**src/pfmd_map.svh**
```systemverilog
// Constants of the paper-feed motor drive block: input encodings, phase order.
// Assumes one 40 MHz clock, all command inputs arriving asynchronously from pins.
`ifndef PFMD_MAP_SVH
`define PFMD_MAP_SVH
// ************************************************************
// Command encodings {a,b}
// ************************************************************
`define PFMD_CMD_OFF    2'b00
`define PFMD_CMD_LH     2'b01
`define PFMD_CMD_HL     2'b10
`define PFMD_CMD_BRAKE  2'b11
// ************************************************************
// Transport phase pattern, two-phase-on, one step per reference clock rise
// ************************************************************
`define PFMD_PHASE_RESET 4'h3
`define PFMD_SYNC_STAGES 2
// Synchroniser reset: on and enable inputs read inactive (high)
`define PFMD_SYNC_RESET  18'h00240
`endif

```
**src/pfmd_pkg.sv**
```systemverilog
// Types shared by the paper-feed motor drive block.
// Assumes the constants header is included by the user of each type.
package pfmd_pkg;
   typedef struct packed {
      logic a;
      logic b;
   } pfmd_bridge_t;
   typedef struct packed {
      logic a_o;
      logic b_o;
      logic a_oe;
      logic b_oe;
   } pfmd_drive_t;
   typedef enum logic [1:0] {
      PFMD_MODE_RAMP  = 2'b01,
      PFMD_MODE_CONST = 2'b10
   } pfmd_speed_t;
endpackage

```
**src/pfmd_drive.sv**
```systemverilog
// Paper-feed motor drive: lift/fence H-bridges, feed motor gate, transport and
// registration stepping drivers. Inputs are pins, so all pass two flip-flops.
`timescale 1ns/1ps
`include "pfmd_map.svh"
module pfmd_drive #(
   parameter int SYNC_STAGES = `PFMD_SYNC_STAGES
) (
   input  wire logic                 ref_clk,
   input  wire logic                 rst,
   input  wire logic                 upper_lift_dir_a_cmd,
   input  wire logic                 upper_lift_dir_b_cmd,
   input  wire logic                 lower_lift_dir_a_cmd,
   input  wire logic                 lower_lift_dir_b_cmd,
   input  wire logic                 lcf_lift_dir_a_cmd,
   input  wire logic                 lcf_lift_dir_b_cmd,
   input  wire logic                 fence_dir_a_cmd,
   input  wire logic                 fence_dir_b_cmd,
   input  wire logic                 feed_motor_on_n,
   input  wire logic                 feed_motor_ref_clock,
   input  wire logic                 transport_ref_clock,
   input  wire logic                 transport_enable_n,
   input  wire logic                 transport_speed_mode,
   input  wire logic                 registration_phase_a,
   input  wire logic                 registration_phase_b,
   input  wire logic                 registration_phase_c,
   input  wire logic                 registration_phase_d,
   input  wire logic                 registration_speed_mode,
   output pfmd_pkg::pfmd_drive_t     upper_lift_drive,
   output pfmd_pkg::pfmd_drive_t     lower_lift_drive,
   output pfmd_pkg::pfmd_drive_t     lcf_lift_drive,
   output pfmd_pkg::pfmd_drive_t     fence_drive,
   output logic                      feed_motor_drive,
   output logic                      transport_phase_a,
   output logic                      transport_phase_b,
   output logic                      transport_phase_a_bar,
   output logic                      transport_phase_b_bar,
   output pfmd_pkg::pfmd_speed_t     transport_speed,
   output logic [3:0]                registration_drive,
   output pfmd_pkg::pfmd_speed_t     registration_speed
);
   localparam int NIN = 18;

   if (SYNC_STAGES != 2) begin : g_sync_check
      $error("SYNC_STAGES must be 2");
   end

   // ************************************************************
   // Input synchronisers
   // ************************************************************
   logic [NIN-1:0] raw_in;
   logic [NIN-1:0] meta_reg;
   logic [NIN-1:0] sync_reg;
   assign raw_in = {upper_lift_dir_a_cmd, upper_lift_dir_b_cmd, lower_lift_dir_a_cmd, lower_lift_dir_b_cmd,
                    lcf_lift_dir_a_cmd, lcf_lift_dir_b_cmd, fence_dir_a_cmd, fence_dir_b_cmd,
                    feed_motor_on_n, feed_motor_ref_clock, transport_ref_clock, transport_enable_n,
                    transport_speed_mode, registration_phase_a, registration_phase_b,
                    registration_phase_c, registration_phase_d, registration_speed_mode};

   // Off/safe levels at reset: enables and on inputs read inactive
   always_ff @(posedge ref_clk or posedge rst) begin
      if (rst) begin
         meta_reg <= `PFMD_SYNC_RESET;
         sync_reg <= `PFMD_SYNC_RESET;
      end else begin
         meta_reg <= raw_in;
         sync_reg <= meta_reg;
      end
   end

   wire [1:0] s_upper = sync_reg[17:16];
   wire [1:0] s_lower = sync_reg[15:14];
   wire [1:0] s_lcf   = sync_reg[13:12];
   wire [1:0] s_fence = sync_reg[11:10];
   wire       s_fm_on_n  = sync_reg[9];
   wire       s_fm_clk   = sync_reg[8];
   wire       s_tr_clk   = sync_reg[7];
   wire       s_tr_en_n  = sync_reg[6];
   wire       s_tr_mode  = sync_reg[5];
   wire [3:0] s_reg_ph   = sync_reg[4:1];
   wire       s_reg_mode = sync_reg[0];

   // ************************************************************
   // H-bridge decode
   // ************************************************************
   // One pin pattern serves both families; only the rotation name differs
   function automatic pfmd_pkg::pfmd_drive_t bridge(input logic [1:0] cmd);
      pfmd_pkg::pfmd_drive_t d;
      d = '0;
      unique case (cmd)
         `PFMD_CMD_OFF:   d = '{a_o: 1'b0, b_o: 1'b0, a_oe: 1'b0, b_oe: 1'b0};
         `PFMD_CMD_LH:    d = '{a_o: 1'b0, b_o: 1'b1, a_oe: 1'b1, b_oe: 1'b1};
         `PFMD_CMD_HL:    d = '{a_o: 1'b1, b_o: 1'b0, a_oe: 1'b1, b_oe: 1'b1};
         `PFMD_CMD_BRAKE: d = '{a_o: 1'b0, b_o: 1'b0, a_oe: 1'b1, b_oe: 1'b1};
      endcase
      return d;
   endfunction

   // Drawer lift: LH forward, HL reverse
   // drawer lift bridges
   wire pfmd_pkg::pfmd_drive_t upper_next = bridge(s_upper);
   wire pfmd_pkg::pfmd_drive_t lower_next = bridge(s_lower);
   // Feeder lift/fence: LH reverse, HL forward, same pin pattern
   // feeder lift and fence bridges
   wire pfmd_pkg::pfmd_drive_t lcf_next   = bridge(s_lcf);
   wire pfmd_pkg::pfmd_drive_t fence_next = bridge(s_fence);

   // ************************************************************
   // Feed motor
   // ************************************************************
   // drive only while on is low
   wire feed_next = ~s_fm_on_n & s_fm_clk;

   // ************************************************************
   // Transport stepper
   // ************************************************************
   logic       tr_clk_d_reg;
   logic [3:0] tr_phase_reg;
   wire        tr_step = s_tr_clk & ~tr_clk_d_reg;
   // step on each reference clock rise
   // step only while enable is low
   wire [3:0]  tr_phase_next = (tr_step && !s_tr_en_n) ? {tr_phase_reg[2:0], tr_phase_reg[3]} : tr_phase_reg;
   wire pfmd_pkg::pfmd_speed_t tr_speed_next = s_tr_mode ? pfmd_pkg::PFMD_MODE_CONST : pfmd_pkg::PFMD_MODE_RAMP;
   wire pfmd_pkg::pfmd_speed_t rg_speed_next = s_reg_mode ? pfmd_pkg::PFMD_MODE_CONST : pfmd_pkg::PFMD_MODE_RAMP;

   // ************************************************************
   // Output registers
   // ************************************************************
   always_ff @(posedge ref_clk or posedge rst) begin
      if (rst) begin
         upper_lift_drive      <= '0;
         lower_lift_drive      <= '0;
         lcf_lift_drive        <= '0;
         fence_drive           <= '0;
         feed_motor_drive      <= 1'b0;
         tr_clk_d_reg          <= 1'b0;
         tr_phase_reg          <= `PFMD_PHASE_RESET;
         transport_phase_a     <= 1'b0;
         transport_phase_b     <= 1'b0;
         transport_phase_a_bar <= 1'b0;
         transport_phase_b_bar <= 1'b0;
         transport_speed       <= pfmd_pkg::PFMD_MODE_RAMP;
         registration_drive    <= 4'h0;
         registration_speed    <= pfmd_pkg::PFMD_MODE_RAMP;
      end else begin
         upper_lift_drive      <= upper_next;
         lower_lift_drive      <= lower_next;
         lcf_lift_drive        <= lcf_next;
         fence_drive           <= fence_next;
         feed_motor_drive      <= feed_next;
         tr_clk_d_reg          <= s_tr_clk;
         tr_phase_reg          <= tr_phase_next;
         // Phases held low while disabled so the windings carry no current
         transport_phase_a     <= tr_phase_next[0] & ~s_tr_en_n;
         transport_phase_b     <= tr_phase_next[1] & ~s_tr_en_n;
         transport_phase_a_bar <= tr_phase_next[2] & ~s_tr_en_n;
         transport_phase_b_bar <= tr_phase_next[3] & ~s_tr_en_n;
         transport_speed       <= tr_speed_next;
         registration_drive    <= s_reg_ph;
         registration_speed    <= rg_speed_next;
      end
   end

   // ************************************************************
   // Checks
   // ************************************************************
   bridge_brake_a : assert property (@(posedge ref_clk) disable iff (rst)
      (s_upper == `PFMD_CMD_BRAKE) |=> (upper_lift_drive.a_oe && !upper_lift_drive.a_o && !upper_lift_drive.b_o))
      else $error("brake not driven low");
   bridge_off_a : assert property (@(posedge ref_clk) disable iff (rst)
      (s_fence == `PFMD_CMD_OFF) |=> (!fence_drive.a_oe && !fence_drive.b_oe))
      else $error("fence not released when off");
   feed_gate_a : assert property (@(posedge ref_clk) disable iff (rst)
      s_fm_on_n |=> !feed_motor_drive)
      else $error("feed motor driven while off");
   feed_follow_a : assert property (@(posedge ref_clk) disable iff (rst)
      (!s_fm_on_n && $rose(s_fm_clk)) |=> feed_motor_drive)
      else $error("feed drive not following clock");
   tr_step_a : assert property (@(posedge ref_clk) disable iff (rst)
      (tr_step && !s_tr_en_n) |=> (tr_phase_reg == {$past(tr_phase_reg[2:0]), $past(tr_phase_reg[3])}))
      else $error("transport phase did not advance");
   tr_hold_a : assert property (@(posedge ref_clk) disable iff (rst)
      s_tr_en_n |=> (!transport_phase_a && !transport_phase_b && $stable(tr_phase_reg)))
      else $error("transport pulses while disabled");
   tr_mode_a : assert property (@(posedge ref_clk) disable iff (rst)
      s_tr_mode |=> (transport_speed == pfmd_pkg::PFMD_MODE_CONST))
      else $error("transport speed mode wrong");
   reg_copy_a : assert property (@(posedge ref_clk) disable iff (rst)
      ##1 (registration_drive == $past(s_reg_ph)))
      else $error("registration phase not copied");
   reg_mode_a : assert property (@(posedge ref_clk) disable iff (rst)
      !s_reg_mode |=> (registration_speed == pfmd_pkg::PFMD_MODE_RAMP))
      else $error("registration speed mode wrong");
   bridge_fwd_a : assert property (@(posedge ref_clk) disable iff (rst)
      (s_upper == `PFMD_CMD_LH) |=> (upper_lift_drive == 4'h7))
      else $error("upper lift forward pattern wrong");
   lower_rev_a : assert property (@(posedge ref_clk) disable iff (rst)
      (s_lower == `PFMD_CMD_HL) |=> (lower_lift_drive == 4'hb))
      else $error("lower lift reverse pattern wrong");
   lower_off_a : assert property (@(posedge ref_clk) disable iff (rst)
      (s_lower == `PFMD_CMD_OFF) |=> (!lower_lift_drive.a_oe && !lower_lift_drive.b_oe))
      else $error("lower lift not released when off");
   lcf_rev_a : assert property (@(posedge ref_clk) disable iff (rst)
      (s_lcf == `PFMD_CMD_LH) |=> (lcf_lift_drive == 4'h7))
      else $error("feeder lift reverse pattern wrong");
   lcf_brake_a : assert property (@(posedge ref_clk) disable iff (rst)
      (s_lcf == `PFMD_CMD_BRAKE) |=> (lcf_lift_drive == 4'h3))
      else $error("feeder lift brake pattern wrong");
   fence_fwd_a : assert property (@(posedge ref_clk) disable iff (rst)
      (s_fence == `PFMD_CMD_HL) |=> (fence_drive == 4'hb))
      else $error("fence forward pattern wrong");
   tr_drive_a : assert property (@(posedge ref_clk) disable iff (rst)
      !s_tr_en_n |=> ({transport_phase_b_bar, transport_phase_a_bar, transport_phase_b, transport_phase_a}
                      == tr_phase_reg))
      else $error("transport outputs not following phase");
   tr_ramp_a : assert property (@(posedge ref_clk) disable iff (rst)
      !s_tr_mode |=> (transport_speed == pfmd_pkg::PFMD_MODE_RAMP))
      else $error("transport ramp mode wrong");
   reg_const_a : assert property (@(posedge ref_clk) disable iff (rst)
      s_reg_mode |=> (registration_speed == pfmd_pkg::PFMD_MODE_CONST))
      else $error("registration constant mode wrong");
endmodule // pfmd_drive

```
**config.mk**
```make
export PLATFORM = sky130hd
export DESIGN_NAME = pfmd_drive
export DESIGN_NICKNAME = d
export VERILOG_FILES = /design/src/pfmd_pkg.sv /design/src/pfmd_drive.sv
export VERILOG_INCLUDE_DIRS = /design/src
export SDC_FILE = /design/constraint.sdc
export NUM_CORES = 1
export LEC_CHECK = 0
export BUFFER_PORTS_ARGS = -buffer_cell sky130_fd_sc_hd__buf_2
export CAP_MARGIN = 20
export CORE_ASPECT_RATIO = 2
export CORE_MARGIN = 4
export CORE_UTILIZATION = 40
export DETAILED_ROUTE_END_ITERATION = 10
export HOLD_SLACK_MARGIN = 0.06
export SLEW_MARGIN = 25
export SYNTH_ARGS = -nofsm -noshare
export SYNTH_HDL_FRONTEND = slang
export SYNTH_SLANG_ARGS = --single-unit
```
**constraint.sdc**
```tcl
create_clock -name ref_clk -period 5.6 [get_ports ref_clk]
set_clock_uncertainty 0.15 [all_clocks]
set_input_delay 0 -clock ref_clk [delete_from_list [all_inputs] [get_ports ref_clk]]
set_output_delay 0 -clock ref_clk [all_outputs]
set_load 0.01 [all_outputs]
```
==> run metrics <==
drt drc=0; worst vdd ir=0.218 mV; syn nets=121; Period minus WS final=1280 ps; initial antenna violation count=0; Syn Inst Count=101; CP Capture Type=flip-flop; Congestion Overflow GR=0; Switching Power=0.180 mW; simple-gate share of the synthesized area=6.69%; grt peak-use layer=met2; met3 usage=4.10%; fin crit share=22.8%; outcome=complete, no violations; initial DRC count=24; Ys Warns=0; max cap viols=0; Area Growth Syn to Fin=34.1%; H-tree depth=3; # IOs=49; TritonCTS clock tree=done; met1 Use GR=11.5%; total CTS buffers=9; Hold Crit Class=input port to flip-flop; Combinational Power Share=5.0%; Via-to-Cell Ratio=4.07; routed via count=957; Sw Ratio=19.2%; Synth Area in Compound Gates=0%; Sink Count=66; crit start category=flip-flop; worst skew pair latency=320 ps; Die Ht=107 microns; Max-slew headroom=48.9%; # rows=35; # diodes=0; CTS max path bufs=2; drt wl/cell=11.4 microns; clock-pin slew on the worst setup and hold paths=60 ps; Die ar.=6110 sq um; total negative slack=0 ps; Finished Core Util=56.2%; WHS=165 ps; Setup Fix Bufs, Post-CTS=0; pre-CTS setup slack=4320 ps; post-synth design cell area=1940 sq um; multiplexer area fraction after synthesis=5.15%; GR Util met2=16.9%; TritonRoute pass-1 iters=4; Placer Congestion=0.673; port buffer count=48; Hold Fails Final Rpt=0; main combinational cell family by area after synthesis=simple AND/OR/NAND/NOR gates; synthesized flop and latch total=66; layout cell share with drive strength beyond 1=45.0%; post-synthesis adder-cell area fraction=0%; Internal=0.754 mW; Worst Tran Pin Value=766 ps; Overall Power=0.934 mW; CTS root buf=clkbuf_8; Netlist cell types=12; Routed WL=2.67 mm; Chip Width=57.3 microns; post-cts repair resize count=0; GRT Util Overall=10.8%; Leak=1.29 nW; largest net degree at the start of global routing=67; first-pass GRT wire length=4.73 mm; Seq pwr share=54.4%; Mapped Avg Cell Area=19.3 sq um; # setup viols final=0; Initial Util=41.9%; Clk pwr share=40.6%; # nets final=195; final setup margin=4320 ps; via count of the first global-routing pass=1048; CP arrival=1330 ps; sequential-to-total area share from yosys stat=85.5%; PD cells=358 nW/um^2; Final Max Slew Viols=0; ANT nets after route=0; post-route cell area=2610 sq um; Core Area=4640 sq um; Critical Path RT=5650 ps; Placed Area=2220 sq um; Cells after DPL=200; Non-Filler Instances=235; RSZ-0062 raised after global routing=false; critical path type=flip-flop to flip-flop; xor/xnor share of the synthesized area=0%; Max Fclk=783 MHz; crit-path max FO=5
[synthesized netlist by cell type, drive strengths merged]
library cell	count	share of area, %
dfstp	8	11
dfrtp	58	75
buf	5	2.1
mux2i	4	2.1
nor2b	9	2.9
mux2	4	3.1
nand2b	1	0.71
nor2	5	1.8
inv	3	0.58
or2	4	1.3
[power by group through the flow]
stage | Sequential, mW | Combinational (mW) | Clock (mW)
after detailed placement | 0.517 | 0.0381 | 0
after floorplan | 0.519 | 0.0175 | 0
after global routing | 0.510 | 0.0526 | 0.420
after global placement | 0.515 | 0.0368 | 0
final | 0.508 | 0.0469 | 0.379
after CTS | 0.508 | 0.0483 | 0.394
[cell usage in the layout (no fill, tap or decap)]
cell type / Yosys / routed
bufinv_16: 0 / 1
or2_2: 4 / 4
clkbuf_8: 0 / 11
mux2_4: 4 / 4
dlygate4sd3_1: 0 / 19
buf_2: 0 / 48
inv_1: 3 / 2
mux2i_1: 4 / 4
nor2_8: 1 / 1
nor2b_1: 9 / 9
inv_2: 0 / 1
nor2_1: 4 / 4
clkinv_2: 0 / 1
nand2b_4: 1 / 1
dfrtp_1: 58 / 58
buf_4: 4 / 1
clkbuf_1: 0 / 3
dfstp_2: 8 / 8
[metal layers]
| layer | share of wire [%] | routed length [microns] |
|---|---|---|
| met1 | 34 | 922 |
| met4 | 3.7 | 100 |
| met3 | 8.3 | 223 |
| met5 | 0 | 0 |
| met2 | 53 | 1430 |
[cell families (layout without fill, tap and decap cells)]
logic type	count (synthesis)	in the layout
multiplexers	8	8
AND/OR/NAND/NOR	19	19
flip-flops	66	66
buffers and inverters	8	87
[worst paths after layout]
kind | start | slack [ps] | depth (start not counted) | end
min reg2reg | sync_reg[4] | 190 | 0 | registration_drive[3]
min in group asynchronous | rst | 280 | 4 | fence_drive[2]
max in group asynchronous | rst | 4500 | 4 | lcf_lift_drive[3]
max | tr_clk_d_reg | 4320 | 3 | tr_phase_reg[2]
max reg2reg | tr_clk_d_reg | 4320 | 3 | tr_phase_reg[2]
min | lcf_lift_dir_b_cmd | 160 | 2 | meta_reg[12]
[critical path, cell delays in order, from the launching register on]
cell and delay (ps):
dfrtp_1 360, nand2b_4 190, nor2_8 140, mux2_4 310
[cell type report]
type                    instances  area, sq um
clock buffers                  14          163
inverters                       3         11.3
multi-input cells              27          230
flip-flops and latches         66         1660
repair buffers                 68          438
clock inverters                 2         35.0
fillers                       407         2030
well taps                      55         68.8
[what timing repair did]
item	CTS	global route
hold buffers	19	0
setup endpoints to repair	0	0
hold endpoints to repair	76	0
(Power assumes the default switching activity.)
